## src/design/tlr_cfg.svh

```systemverilog
// Register offsets, field positions and reset values of the trigger line block
`ifndef TLR_CFG_SVH
`define TLR_CFG_SVH
`define TLR_AW 4
`define TLR_DW 16
`define TLR_NLINE 4
`define TLR_OFF_OUT_CTRL 4'h0
`define TLR_OFF_RECOG_CTRL 4'h1
`define TLR_OFF_PIN_FUNC 4'h2
`define TLR_OFF_REQ_STAT 4'h3
`define TLR_OFF_REQ_MASK 4'h4
`define TLR_OFF_LINE_LVL 4'h5
`define TLR_RST_REG 16'h0000
`define TLR_OUT_LVL_LSB 0
`define TLR_OUT_DIR_LSB 8
`define TLR_L0_FLAGS_LSB 0
`define TLR_L0_SYNC_BIT 4
`define TLR_L0_MASK_BIT 5
`define TLR_L0_COND_LSB 6
`define TLR_L1_FLAGS_LSB 8
`define TLR_L1_SYNC_BIT 12
`define TLR_L1_MASK_BIT 13
`define TLR_L1_COND_LSB 14
`define TLR_EVT_OFF_BIT 7
`define TLR_FLAG_SUSPEND 0
`define TLR_FLAG_END 1
`define TLR_FLAG_RESUME 2
`define TLR_FLAG_BEGIN 3
`define TLR_COND_FALL 2'h0
`define TLR_COND_RISE 2'h1
`define TLR_COND_CNT0 2'h2
`define TLR_COND_CNT1 2'h3
`define TLR_PAT_HL 2'h0
`define TLR_PAT_LH 2'h1
`define TLR_PAT_LL 2'h2
`define TLR_PAT_HH 2'h3
`endif

```

## src/design/tlr_pkg.sv

```systemverilog
// Types shared by the trigger line block
package tlr_pkg;
    typedef enum logic [3:0] {
        TLR_RESET_IDLE_T, TLR_RUN_IDLE, TLR_SEL_DR, TLR_CAP_DR, TLR_SHIFT_DR, TLR_EXIT1_DR,
        TLR_PAUSE_DR, TLR_EXIT2_DR, TLR_UPD_DR, TLR_SEL_IR, TLR_CAP_IR, TLR_SHIFT_IR,
        TLR_EXIT1_IR, TLR_PAUSE_IR, TLR_EXIT2_IR, TLR_UPD_IR
    } tlr_scan_state_t;
endpackage

```

## src/design/tlr_recog.sv

```systemverilog
// Event recognition for one trigger line
`timescale 1ns/1ns
`include "tlr_cfg.svh"
module tlr_recog (
    input wire logic clk,
    input wire logic reset,
    input wire logic line_lvl,
    input wire logic tck_rise,
    input wire logic sync_mode,
    input wire logic [1:0] cond,
    input wire logic masked,
    input wire logic is_output,
    input wire logic cnt0_zero,
    input wire logic cnt1_zero,
    output logic event_pulse
);
    logic prev_r;
    logic samp_cur_r;
    logic samp_cnt_r;
    logic async_hit;
    logic sync_hit;
    logic pat_ok;

    always_ff @(posedge clk)
    begin
        if (reset)
            prev_r <= 1'b0;
        else
            prev_r <= line_lvl;
    end

    // Two test-clock samples; a fresh pair needs two edges after a mode change
    always_ff @(posedge clk)
    begin
        if (reset || !sync_mode)
        begin
            samp_cur_r <= 1'b0;
            samp_cnt_r <= 1'b0;
        end
        else if (tck_rise)
        begin
            samp_cur_r <= line_lvl;
            samp_cnt_r <= 1'b1;
        end
    end

    always_comb
    begin
        async_hit = 1'b0;
        // Edge conditions
        // Counter zero crossing
        unique case (cond)
            `TLR_COND_FALL: async_hit = prev_r && !line_lvl;
            `TLR_COND_RISE: async_hit = !prev_r && line_lvl;
            `TLR_COND_CNT0: async_hit = cnt0_zero;
            `TLR_COND_CNT1: async_hit = cnt1_zero;
        endcase
        pat_ok = 1'b0;
        // Two-sample level patterns
        unique case (cond)
            `TLR_PAT_HL: pat_ok = samp_cur_r && !line_lvl;
            `TLR_PAT_LH: pat_ok = !samp_cur_r && line_lvl;
            `TLR_PAT_LL: pat_ok = !samp_cur_r && !line_lvl;
            `TLR_PAT_HH: pat_ok = samp_cur_r && line_lvl;
        endcase
        sync_hit = tck_rise && samp_cnt_r && pat_ok;
    end

    always_ff @(posedge clk)
    begin
        if (reset)
            event_pulse <= 1'b0;
        else
            // Outputs never trigger
            event_pulse <= !masked && !is_output && (sync_mode ? sync_hit : async_hit);
    end
endmodule

```

## src/design/tlr_top.sv

```systemverilog
// Trigger line output control, recognition and request flags
// Function
// Output lines drive the level from output control bits 0 to 3.
// Output control bits 8 to 11 make lines 0 to 3 outputs when one.
// Recognition bit 0 lets line 0 set the suspend request.
// Recognition bit 1 lets line 0 set the end request.
// Recognition bit 2 lets line 0 set the resume request.
// Recognition bit 3 lets line 0 set the begin request.
// Bits 8 to 11 let line 1 set suspend, end, resume, begin.
// Bit 4 picks asynchronous or test-clock synchronous recognition of line 0.
// Bit 5 masks line 0 during capture, shift, exit and pause states.
// Asynchronous codes 00 and 01 pick falling or rising edge.
// Asynchronous codes 10 and 11 pick first or second counter zero crossing.
// Synchronous codes pick patterns high-low, low-high, low-low, high-high.
// Bit 12 picks asynchronous or synchronous recognition of line 1.
// Bit 13 masks line 1 during capture, shift, exit and pause states.
// Bits 15:14 pick line 1 condition with the line 0 codes.
// Global switch bit 7 turns off every trigger line output driver.
// Flags stay set until consumed; output lines raise no events.
`timescale 1ns/1ns
`include "tlr_cfg.svh"
module tlr_top (
    input wire logic clk,
    input wire logic reset,
    input wire logic [`TLR_AW-1:0] reg_addr,
    input wire logic [`TLR_DW-1:0] reg_wdata,
    input wire logic reg_wr,
    input wire logic reg_rd,
    output logic [`TLR_DW-1:0] reg_rdata,
    input wire logic [`TLR_NLINE-1:0] trig_in,
    output logic [`TLR_NLINE-1:0] trig_out,
    output logic [`TLR_NLINE-1:0] trig_oe_n,
    input wire logic test_clk,
    input wire tlr_pkg::tlr_scan_state_t scan_state,
    input wire logic cnt0_zero,
    input wire logic cnt1_zero,
    input wire logic [3:0] req_consume,
    output logic [3:0] req_flags,
    output logic irq
);
    logic [`TLR_DW-1:0] out_ctrl_r;
    logic [`TLR_DW-1:0] recog_ctrl_r;
    logic [`TLR_DW-1:0] pin_func_r;
    logic [3:0] req_mask_r;
    logic [3:0] req_nxt;
    logic [`TLR_NLINE-1:0] trig_meta_r;
    logic [`TLR_NLINE-1:0] trig_sync_r;
    logic tck_meta_r;
    logic tck_sync_r;
    logic tck_prev_r;
    logic tck_rise;
    logic in_scan_window;
    logic evt0;
    logic evt1;
    logic [3:0] set0;
    logic [3:0] set1;
    logic [3:0] w1c;
    logic [3:0] mask_nxt;

    // States where a masked line is ignored
    function automatic logic scan_busy(input tlr_pkg::tlr_scan_state_t st);
        unique case (st)
            tlr_pkg::TLR_CAP_DR, tlr_pkg::TLR_SHIFT_DR, tlr_pkg::TLR_EXIT1_DR,
            tlr_pkg::TLR_PAUSE_DR, tlr_pkg::TLR_EXIT2_DR,
            tlr_pkg::TLR_CAP_IR, tlr_pkg::TLR_SHIFT_IR, tlr_pkg::TLR_EXIT1_IR,
            tlr_pkg::TLR_PAUSE_IR, tlr_pkg::TLR_EXIT2_IR: scan_busy = 1'b1;
            default: scan_busy = 1'b0;
        endcase
    endfunction

    // Pins and test clock are asynchronous
    always_ff @(posedge clk)
    begin
        if (reset)
        begin
            trig_meta_r <= '0;
            trig_sync_r <= '0;
            tck_meta_r <= 1'b0;
            tck_sync_r <= 1'b0;
            tck_prev_r <= 1'b0;
        end
        else
        begin
            trig_meta_r <= trig_in;
            trig_sync_r <= trig_meta_r;
            tck_meta_r <= test_clk;
            tck_sync_r <= tck_meta_r;
            tck_prev_r <= tck_sync_r;
        end
    end

    // Test clock must stay well below half the system clock rate
    assign tck_rise = tck_sync_r && !tck_prev_r;
    assign in_scan_window = scan_busy(scan_state);

    // Control registers
    always_ff @(posedge clk)
    begin
        if (reset)
        begin
            out_ctrl_r <= `TLR_RST_REG;
            recog_ctrl_r <= `TLR_RST_REG;
            pin_func_r <= `TLR_RST_REG;
            req_mask_r <= 4'h0;
        end
        else if (reg_wr)
        begin
            if (reg_addr == `TLR_OFF_OUT_CTRL)
                out_ctrl_r <= reg_wdata;
            if (reg_addr == `TLR_OFF_RECOG_CTRL)
                recog_ctrl_r <= reg_wdata;
            if (reg_addr == `TLR_OFF_PIN_FUNC)
                pin_func_r <= reg_wdata;
            if (reg_addr == `TLR_OFF_REQ_MASK)
                req_mask_r <= reg_wdata[3:0];
        end
    end

    // Pin drivers
    always_ff @(posedge clk)
    begin
        if (reset)
        begin
            trig_out <= '0;
            trig_oe_n <= '1;
        end
        else
        begin
            // Output levels
            trig_out <= out_ctrl_r[`TLR_OUT_LVL_LSB +: `TLR_NLINE];
            // Direction bits
            // Global driver off
            trig_oe_n <= ~out_ctrl_r[`TLR_OUT_DIR_LSB +: `TLR_NLINE]
                | {`TLR_NLINE{pin_func_r[`TLR_EVT_OFF_BIT]}};
        end
    end

    // Line 0 mode select
    // Line 0 scan masking
    tlr_recog u_recog0 (
        .clk(clk),
        .reset(reset),
        .line_lvl(trig_sync_r[0]),
        .tck_rise(tck_rise),
        .sync_mode(recog_ctrl_r[`TLR_L0_SYNC_BIT]),
        .cond(recog_ctrl_r[`TLR_L0_COND_LSB +: 2]),
        .masked(recog_ctrl_r[`TLR_L0_MASK_BIT] && in_scan_window),
        .is_output(out_ctrl_r[`TLR_OUT_DIR_LSB]),
        .cnt0_zero(cnt0_zero),
        .cnt1_zero(cnt1_zero),
        .event_pulse(evt0)
    );

    // Line 1 mode select
    // Line 1 scan masking
    // Line 1 condition field
    tlr_recog u_recog1 (
        .clk(clk),
        .reset(reset),
        .line_lvl(trig_sync_r[1]),
        .tck_rise(tck_rise),
        .sync_mode(recog_ctrl_r[`TLR_L1_SYNC_BIT]),
        .cond(recog_ctrl_r[`TLR_L1_COND_LSB +: 2]),
        .masked(recog_ctrl_r[`TLR_L1_MASK_BIT] && in_scan_window),
        .is_output(out_ctrl_r[`TLR_OUT_DIR_LSB + 1]),
        .cnt0_zero(cnt0_zero),
        .cnt1_zero(cnt1_zero),
        .event_pulse(evt1)
    );

    always_comb
    begin
        // Line 0 suspend enable
        set0[`TLR_FLAG_SUSPEND] = evt0 && recog_ctrl_r[`TLR_L0_FLAGS_LSB + `TLR_FLAG_SUSPEND];
        // Line 0 end enable
        set0[`TLR_FLAG_END] = evt0 && recog_ctrl_r[`TLR_L0_FLAGS_LSB + `TLR_FLAG_END];
        // Line 0 resume enable
        set0[`TLR_FLAG_RESUME] = evt0 && recog_ctrl_r[`TLR_L0_FLAGS_LSB + `TLR_FLAG_RESUME];
        // Line 0 begin enable
        set0[`TLR_FLAG_BEGIN] = evt0 && recog_ctrl_r[`TLR_L0_FLAGS_LSB + `TLR_FLAG_BEGIN];
        // Line 1 flag enables
        set1 = {4{evt1}} & recog_ctrl_r[`TLR_L1_FLAGS_LSB +: 4];
        w1c = (reg_wr && reg_addr == `TLR_OFF_REQ_STAT) ? reg_wdata[3:0] : 4'h0;
        // New mask applies at once, no stale interrupt cycle
        mask_nxt = (reg_wr && reg_addr == `TLR_OFF_REQ_MASK) ? reg_wdata[3:0] : req_mask_r;
        // Sticky until consumed; a new event beats the clear
        req_nxt = (req_flags & ~(w1c | req_consume)) | set0 | set1;
    end

    always_ff @(posedge clk)
    begin
        if (reset)
        begin
            req_flags <= 4'h0;
            irq <= 1'b0;
        end
        else
        begin
            req_flags <= req_nxt;
            irq <= |(req_nxt & mask_nxt);
        end
    end

    // Read port, unmapped offsets read zero
    always_ff @(posedge clk)
    begin
        if (reset)
            reg_rdata <= '0;
        else if (reg_rd)
        begin
            unique case (reg_addr)
                `TLR_OFF_OUT_CTRL: reg_rdata <= out_ctrl_r;
                `TLR_OFF_RECOG_CTRL: reg_rdata <= recog_ctrl_r;
                `TLR_OFF_PIN_FUNC: reg_rdata <= pin_func_r;
                `TLR_OFF_REQ_STAT: reg_rdata <= {12'h000, req_flags};
                `TLR_OFF_REQ_MASK: reg_rdata <= {12'h000, req_mask_r};
                `TLR_OFF_LINE_LVL: reg_rdata <= {12'h000, trig_sync_r};
                default: reg_rdata <= '0;
            endcase
        end
        else
            reg_rdata <= '0;
    end
endmodule

```

## config.mk

```make
export PLATFORM = sky130hd
export DESIGN_NAME = tlr_top
export DESIGN_NICKNAME = d
export VERILOG_FILES = /design/src/design/tlr_pkg.sv /design/src/design/tlr_recog.sv /design/src/design/tlr_top.sv
export VERILOG_INCLUDE_DIRS = /design/src /design/src/design
export SDC_FILE = /design/constraint.sdc
export NUM_CORES = 1
export LEC_CHECK = 0
export BUFFER_PORTS_ARGS = -buffer_cell sky130_fd_sc_hd__buf_4
export CAP_MARGIN = 15
export CORE_AREA = 3 3 82 100
export CTS_CLUSTER_DIAMETER = 30
export DETAILED_ROUTE_END_ITERATION = 10
export DIE_AREA = 0 0 85 103
export PLACE_DENSITY_LB_ADDON = 0.1
export SLEW_MARGIN = 20
export SYNTH_ARGS = -nofsm -noshare
export SYNTH_HDL_FRONTEND = slang
export SYNTH_SLANG_ARGS = --single-unit
```

## constraint.sdc

```tcl
create_clock -name clk -period 2.1 [get_ports clk]
set_input_delay 0.21 -clock clk [delete_from_list [all_inputs] [get_ports clk]]
set_output_delay 0.21 -clock clk [all_outputs]
set_load 0.05 [all_outputs]
```

; ---- Word-level counts from Yosys, hierarchy flattened
; Memories as Yosys holds them, arrays and structs flattened.
; Index checks and enable logic that the tools add are counted.
[classes]
eq_ne = 11
muxes = 9
n_bitwise = 10
n_reduce_logical = 53
[op_table]
columns = op, count
row1 = case mux 16 bit (6 select lines), 1
row2 = logical AND 1 bit, 29
row3 = OR 4 bit, 4
row4 = case mux 1 bit (4 select lines), 4
row5 = zero test 1 bit, 13
row6 = bitwise AND 4 bit, 3
row7 = "equality test 2 bit, second input constant", 4
row8 = "equality test 4 x 2 -> 1 bit, second input constant", 2
row9 = "equality test 4 x 3 -> 1 bit, second input constant", 2
row10 = two-way mux 4 bit, 2
row11 = inverter 4 bit, 2
row12 = AND reduction 2 bit, 4
row13 = "equality test 2 x 1 -> 1 bit, second input constant", 2
row14 = "equality test 4 x 1 -> 1 bit, second input constant", 1
row15 = zero test 2 bit, 2
row16 = zero test 4 bit, 1
row17 = OR reduction 4 bit, 1
row18 = logical OR 1 bit, 2
row19 = two-way mux 1 bit, 2
row20 = OR reduction 2 bit, 1
row21 = inverter 1 bit, 1
[word_totals]
reg_bits = 100
rom_bits = 16
out_inout_bits = 29
word_cells = 106
n_memories = 1
[memory_table]
columns = name, words, word_bits, rd, rd_clocked_by_memory_dff, wr, line
row1 = (no name shown), 16, 1, 1, 0, 0, tlr_top.sv:62  ; unique case (st)

; ---- Logic depth before layout (Yosys ltp)
; Gate-level depths: netlist of the first run.
[depth]
depth_word = 10
ltp_mapped = 7
mapped_depth_nobuf = 6

; ---- Hierarchy
; From an unflattened synthesis of the first run, not the netlist that was laid out.
[hier_totals]
hier_cells = 449
area_unflattened_um2 = 4080.2
[by_module_without_submodules]
columns = module, instances, cells_each, area_each_um2, seq_area_each_um2
row1 = tlr_top, 1, 389, 3559.7, 1841.8
row2 = tlr_recog, 2, 30, 260.2, 80.1

; ---- Worst setup path after synthesis of the first run
; Ideal clock, no wire load.
[synth_path]
path_type = register to register
startpoint = register recog_ctrl_r[6]
endpoint = register u_recog0.event_pulse
setup_ns = 0.114
arrival_ns = 1.369
required_ns = 1.986
path_slack_ns = 0.616
path_stages_with_launch = 7
period_less_slack_ns = 1.484
cell_sequence = dfxtp_1 inv_1 ha_1 nand2b_1 o22ai_1 nand3_1 a2111oi_0
[synth_via]
elab_chain_cells = 5
elab_cells_between_ends = 9
[synth_lines]
columns = element, line
row1 = start: declaration, tlr_top.sv:42  ; logic [`TLR_DW-1:0] recog_ctrl_r;
row2 = start signal: assignment, tlr_top.sv:102  ; recog_ctrl_r <= `TLR_RST_REG;
row3 = start signal: assignment, tlr_top.sv:111  ; recog_ctrl_r <= reg_wdata;
row4 = equality test 2 bit (tied with other cells), "tlr_recog.sv:52, tlr_recog.sv:60"
row5 = case mux 1 bit (4 select lines), tlr_recog.sv:60  ; unique case (cond)
row6 = logical AND 1 bit, tlr_recog.sv:66  ; sync_hit = tck_rise && samp_cnt_r && pat_ok;
row7 = two-way mux 1 bit (*), tlr_recog.sv:75  ; event_pulse <= !masked && !is_output && (sync_mode ? sync_hit : async_hit);
row8 = logical AND 1 bit (*), tlr_recog.sv:75
row9 = end signal: assignment, tlr_recog.sv:75
row10 = end: declaration, tlr_recog.sv:15  ; output logic event_pulse
; Mark *: on every way between the ends. The rest lies on a longest branch, timed or not.
; A chain may end at the register's enable or synchronous reset.

; ---- Final worst setup path of the first run
[layout_path]
startpoint = register recog_ctrl_r[14]
endpoint = register u_recog1.event_pulse
[layout_via]
elab_chain_cells = 5
elab_cells_between_ends = 9
[layout_lines]
columns = element, line
row1 = equality test 2 bit (tied with other cells), "tlr_recog.sv:52, tlr_recog.sv:60"
row2 = case mux 1 bit (4 select lines), tlr_recog.sv:60
row3 = logical AND 1 bit, tlr_recog.sv:66
row4 = two-way mux 1 bit (*), tlr_recog.sv:75
row5 = logical AND 1 bit (*), tlr_recog.sv:75
row6 = end signal: assignment, tlr_recog.sv:75
row7 = end: declaration, tlr_recog.sv:15
; Marked as above.

==> run_results.csv, run 1 <==
group,metric,value,unit
logic_synthesis,synthFlopType,"dfxtp_1",
critical_path,startpoint,"recog_ctrl_r[14]",
placement,port_buffers,67,
sta,setup_violations,0,
worst_hold_path,hold_class,"input pin to register",
critical_path,endpoint_kind,"register",
placement,dp_hpwl,6620,um
route,drc,0,
sta,max_freq,565,MHz
logic_synthesis,async_flop_share,0,%
logic_synthesis,synthAdderAreaFrac,2.50,%
critical_path,crit_required,2330,ps
critical_path,slowest_stage,"dfxtp_1",
logic_synthesis,synthCells,455,
logic_synthesis,ys_seq_area_share,50.0,%
critical_path,crit_path_start_kind,"register",
pwr,powerDensity,719,nW/um^2
route,ant_nets,0,
cts,post_cts_buffers,0,
logic_synthesis,synth_top_cell_by_area,"dfxtp_1",
final_layout,final_cells,606,
floorplan,core-area,7270,um^2
cts,cts_sinks,100,
global_route,overflow,0,
logic_synthesis,yosys-top-cells-area,"dfxtp_1, nand2_1, a21oi_1",
critical_path,critical_path.endpoint,"u_recog1.event_pulse",
cts,clockBufferDepth,2,
logic_synthesis,synth_seq_cells,100,
logic_synthesis,avgSynthCellArea,8.81,um^2
logic_synthesis,synth_edf_count,0,
sta,fin_crit,1770,ps
global_route,grt_pass1_wl,15300,um
route,drt-initial-drc-count,213,
cts,cts_made_buffers,9,
floorplan,io_pins,68,
final_layout,antenna_cells,0,
cts,cts_root_buf,"clkbuf_8",
outcome,status,"completed",
critical_path,r2r-end,"u_recog1.event_pulse",
floorplan,die_h,103,um
logic_synthesis,synth_xor_area_share,0.874,%
cts,clock_latency,360,ps
logic_synthesis,ys_types,38,
pwr,p_leak,1.70,nW
floorplan,rows,34,
job,cap_violations,0,
cts,path_clk_slew,90,ps
global_route,grt_max_degree,44,
sta,slew_violations,0,
final_layout,drive_above_1_share,20.2,%
critical_path,arrival,2000,ps
logic_synthesis,synth_simple_gate_area_share,21.0,%
route,wirelength,9610,um
logic_synthesis,synth_top_family_by_area,"simple AND/OR/NAND/NOR gates",
logic_synthesis,synth_top_area_share,50.0,%
floorplan,die-area,8760,um^2
route,wire_per_inst,15.9,um
placement,routabilityCongestion,0.858,
sta,tns,0,ps
placement,dp.cells,590,
logic_synthesis,syn_nets,502,
sta,slew_headroom,55.6,%
logic_synthesis,yosysWarningCount,0,
cts,cts_tree,"built",
sta,hold_viol,0,
critical_path,r2r_slack,330,ps
critical_path,r2r_cells,6,
final_layout,syn_to_final_growth,17.6,%
critical_path,crit_fanout,5,
critical_path,cpPeakStageDelay,440,ps
critical_path,setup.worst_path.class,"register to register",
global_route,grt_usage,22.2,%
route,drt_pass1_iterations,6,
pwr,ir_drop,0.458,mV
route,via_per_inst,5.51,
critical_path,rr_startpoint,"recog_ctrl_r[14]",
cts,cts.htree.levels,3,
global_route,antenna_found_initial,0,
logic_synthesis,syn_area,4010,um^2
sta,fin_skew,14.0,ps
final_layout,finalNetCount,558,
floorplan,start_util,55.1,%
logic_synthesis,synth-compound-area-share,18.6,%
critical_path,crit_chain,"inv_1 > ha_1 > nand2b_1 > o22ai_1 > nand3_1 > a2111oi_1",
global_route,first_global_vias,3116,
sta,finalCritPeriodShare,84.3,%
pwr,power.total,3.39,mW
logic_synthesis,synthMuxAreaShare,1.62,%
sta,tightest_slew,664,ps
sta,rsz0062_at_grt,"no",
route,vias,3337,
floorplan,fp.dieW,85,um
-- layout by cell type (no fill, tap or decap), types with 3 or more instances in the layout --
cell | netlist | routed
nand2_1 | 118 | 118
dfxtp_1 | 100 | 100
buf_4 | 3 | 77
a21oi_1 | 66 | 66
nor2b_1 | 18 | 18
nor2_1 | 18 | 18
a22oi_1 | 18 | 18
clkbuf_8 | 0 | 10
inv_1 | 8 | 8
ha_1 | 8 | 8
o22ai_1 | 6 | 6
nand2b_1 | 6 | 6
and3_1 | 4 | 4
a21boi_0 | 4 | 4
o21ba_2 | 4 | 4
a311oi_1 | 4 | 4
a22o_1 | 4 | 4
mux2_2 | 4 | 4
a222oi_1 | 4 | 4
and2_1 | 3 | 3
nand3_1 | 3 | 3
-- area by class of cell --
cell class	count	area [um^2]
clock buffer	11	141
multi-input combinational	315	1790
inverter	8	30.0
tap	90	113
clock inverter	5	58.8
timing repair buffer	77	578
fill	630	2560
sequential	100	2000
-- sequential cells by signal (all words and copies together) (netlist names) --
| register | flops |
|---|---|
| irq | 1 |
| out_ctrl_r | 16 |
| pin_func_r | 16 |
| recog_ctrl_r | 16 |
| reg_rdata | 16 |
| req_flags | 4 |
| req_mask_r | 4 |
| tck_meta_r | 1 |
| tck_prev_r | 1 |
| tck_sync_r | 1 |
| trig_meta_r | 4 |
| trig_oe_n | 4 |
| trig_out | 4 |
| trig_sync_r | 4 |
| u_recog0.event_pulse | 1 |
| u_recog0.prev_r | 1 |
| u_recog0.samp_cnt_r | 1 |
| u_recog0.samp_cur_r | 1 |
| u_recog1.event_pulse | 1 |
| u_recog1.prev_r | 1 |
| u_recog1.samp_cnt_r | 1 |
| u_recog1.samp_cur_r | 1 |
-- through the flow --
stage | cell area (um^2) | util (%) | hold WS [ps] | setup slack [ps]
CTS | 4710 | 64.8 | 44.3 | 287
finish | 4710 | 64.8 | 52.8 | 330
global placement | 4510 | 62.0 | 393 | 315
detailed placement | 4510 | 62.0 | 391 | 265
floorplan | 4010 | - | 338 | 616
global route | 4710 | 64.8 | 47.0 | 68.1
-- cell usage after synthesis, types with 6 or more instances --
library cell,instances
nand2b_1,6
nor2_1,18
buf_6,6
ha_1,8
buf_2,7
dfxtp_1,100
nor2b_1,18
clkbuf_1,16
o22ai_1,6
a21oi_1,66
nand2_1,118
a22oi_1,18
inv_1,8
-- repair_timing --
action / 4_1_cts / 5_1_grt
hold buffers: 0 / 0
gates resized for setup: 0 / 1
setup endpoints to repair: 0 / 1
-- where the power goes --
part / total (mW) / switching (mW) / internal, mW / leakage (nW)
logic: 0.212 / 0.120 / 0.0919 / 0.796
registers: 1.94 / 0.0177 / 1.92 / 0.809
clock network: 1.24 / 0.655 / 0.586 / 0.0959
total: 3.39 / 0.793 / 2.60 / 1.70
-- worst max-delay path, delay by kind of cell, from the launching register on --
kind                     cells  cell delay (ps)
AO/OA/AOI/OAI                2              550
flip-flops                   1              440
adder cells (fa/ha/maj)      1              310
AND/OR/NAND/NOR              2              240
buffers and inverters        1               90
-- worst min path at each step --
stage / endpoint / slack (ps) / startpoint / cells after the start
after floorplan: tck_meta_r / 340 / test_clk / 1
final: tck_meta_r / 50 / test_clk / 2
after detailed placement: trig_oe_n[3] / 390 / out_ctrl_r[11] / 1
after CTS: tck_meta_r / 40 / test_clk / 2
after global placement: trig_oe_n[3] / 390 / out_ctrl_r[11] / 1
after global routing: tck_meta_r / 50 / test_clk / 2
-- metal layers --
| layer | track usage, % | up-vias | wire length, um | share of wire [%] |
|---|---|---|---|---|
| li1 | - | 1658 | - | - |
| met3 | 4.16 | 11 | 497 | 5.2 |
| met4 | 9.01 | 0 | 130 | 1.4 |
| met5 | 0 | - | 0 | 0 |
| met1 | 27.9 | 1567 | 4070 | 42 |
| met2 | 37.7 | 101 | 4910 | 51 |
-- kinds of logic after synthesis --
| group | count (synthesis) |
|---|---|
| buffers and inverters | 40 |
| multiplexers | 6 |
| XOR/XNOR | 4 |
| AND/OR/NAND/NOR | 179 |
| adder cells (fa/ha/maj) | 8 |
| flip-flops | 100 |
| AO/OA/AOI/OAI | 118 |
Note: power is estimated with default switching activity, not from simulation.
==> run 2: changes to the inputs <==
CORE_AREA = 3 3 86 105   (was 3 3 82 100)
DIE_AREA = 0 0 89 108   (was 0 0 85 103)
clock period = 1.5 ns   (was 2.1 ns; I/O delays follow)
==> run_results.csv, run 2 (synthesized netlist as in run 1, its figures left out) <==
group,metric,value,unit
route,via_per_inst,5.38,
global_route,overflow,0,
global_route,grt_busiest_layer,"met2",
floorplan,rows,36,
route,wire_per_inst,16.0,um
critical_path,crit_path_start_kind,"register",
global_route,use_met3,3.66,%
critical_path,endpoint_kind,"register",
global_route,grt_usage,21.8,%
placement,port_buffers,67,
critical_path,arrival,1730,ps
final_layout,antenna_cells,0,
sta,fin_crit,1470,ps
critical_path,cpPeakStageDelay,400,ps
final_layout,utilization,62.8,%
critical_path,crit_required,1770,ps
sta,finalCritPeriodShare,97.7,%
pwr,power.switching,1.14,mW
sta,rsz0062_at_grt,"yes",
sta,slew_headroom,68.1,%
final_layout,final_common_cell,"nand2_1",
sta,fin_ws,34.3,ps
route,ant_nets,0,
pwr,combPwrFrac,6.8,%
pwr,seqPwrFrac,55.1,%
global_route,first_global_vias,3337,
route,vias,3414,
pwr,power_frac_clock,38.1,%
floorplan,core-area,8060,um^2
global_route,grt_max_degree,30,
placement,routabilityCongestion,0.886,
floorplan,fp.dieW,89,um
critical_path,crit_fanout,4,
cts,cts_root_buf,"clkbuf_8",
sta,setup_violations,0,
route,drc,0,
critical_path,setup.worst_path.class,"register to register",
floorplan,io_pins,68,
final_layout,fillers,677,
critical_path,crit_chain,"inv_4 > ha_4 > nand2b_4 > o22ai_2 > nand3_1 > a2111oi_2",
route,drt_pass1_iterations,4,
final_layout,syn_to_final_growth,26.4,%
cts,cts.htree.levels,3,
floorplan,die-area,9610,um^2
floorplan,die_h,108,um
final_layout,finalNetCount,581,
sta,tightest_slew,478,ps
global_route,grt_use_met2,36.3,%
final_layout,drive_above_1_share,25.8,%
sta,fin_skew,5.68,ps
worst_hold_path,hold_class,"input pin to register",
cts,clockBufferDepth,2,
job,cap_violations,0,
floorplan,start_util,49.7,%
cts,path_clk_slew,100,ps
route,drt-initial-drc-count,188,
global_route,grtUsageMet1,27.5,%
placement,post-place-ws,-106,ps
placement,place_area,4700,um^2
outcome,status,"completed",
cts,cts_tree,"built",
sta,slew_violations,0,
final_layout,stdcell_area,5060,um^2
sta,max_freq,682,MHz
cts,clock_latency,360,ps
cts,cts_made_buffers,9,
pwr,power.internal,3.79,mW
pwr,ir_drop,0.638,mV
global_route,antenna_found_initial,0,
final_layout,final_cell_mix,"nand2_1, dfxtp_1, buf_4",
pwr,sw_frac_of_total,23.1,%
route,wirelength,10100,um
sta,hold_viol,0,
pwr,p_leak,1.85,nW
critical_path,slowest_stage,"dfxtp_4",
cts,cts_sinks,100,
sta,whs,18.3,ps
placement,dp_hpwl,6910,um
global_route,grt_pass1_wl,16100,um
pwr,powerDensity,973,nW/um^2
==> run 2: cell types whose count changed in the layout (fill, tap and decap cells not counted), sizes merged <==
cell | before | now
buf | 77 | 97
dlygate4sd3 | 0 | 3
bufinv | 1 | 2
clkinv | 1 | 0
==> run 2: layer usage <==
layer	up-vias	share of wire, %
li1	1706	-
met1	1587	44
met2	106	50
met3	15	5.1
met4	0	1.6
met5	-	0
==> run 2: power groups by stage <==
stage / combinational (mW) / sequential (mW) / clock (mW)
after global routing: 0.364 / 2.72 / 2.02
after detailed placement: 0.320 / 2.77 / 0
final: 0.336 / 2.71 / 1.88
after global placement: 0.317 / 2.77 / 0
after floorplan: 0.165 / 2.77 / 0
after CTS: 0.329 / 2.71 / 1.90
==> run 2: final cells by class <==
class                           instances  area, um^2  area share [%]
Clock inverter                          5        83.8            1.66
Timing Repair Buffer                  100         812            16.0
Inverter                                8        32.5           0.643
Tap cell                               95         119            2.35
Multi-Input combinational cell        315        1870            37.0
Sequential cell                       100        2010            39.7
Clock buffer                           11         131            2.60
==> run 2: path summary, 6_finish.rpt <==
| path | startpoint | to | slack [ps] | cells past startpoint |
|---|---|---|---|---|
| max | recog_ctrl_r[15] | u_recog1.event_pulse | 30 | 6 |
| min | test_clk | tck_meta_r | 20 | 2 |
| max reg2reg | recog_ctrl_r[15] | u_recog1.event_pulse | 30 | 6 |
| min reg2reg | out_ctrl_r[11] | trig_oe_n[3] | 410 | 1 |
==> run 2: worst max-delay path, delay by kind of cell (launching register included) <==
kind            cells  cell delay (ps)
compound gates      2              460
flops               1              400
fa+ha+maj           1              230
simple gates        2              230
buf+inv             1               50
==> run 2: metrics by stage <==
step	TNS (ps)	total power, mW	instances
floorplan	0	2.93	455
global placement	-15.4	3.09	613
detailed placement	-189	3.09	613
CTS	0	4.94	633
global route	-74.3	5.10	634
finish	0	4.93	634
==> run 2: repair_timing <==
item,CTS,global route
hold endpoints to repair,3,0
resized for setup,6,17
buffers inserted,1,1
hold buffers,3,0
endpoints found under the setup margin,2,2
pin swaps,2,4
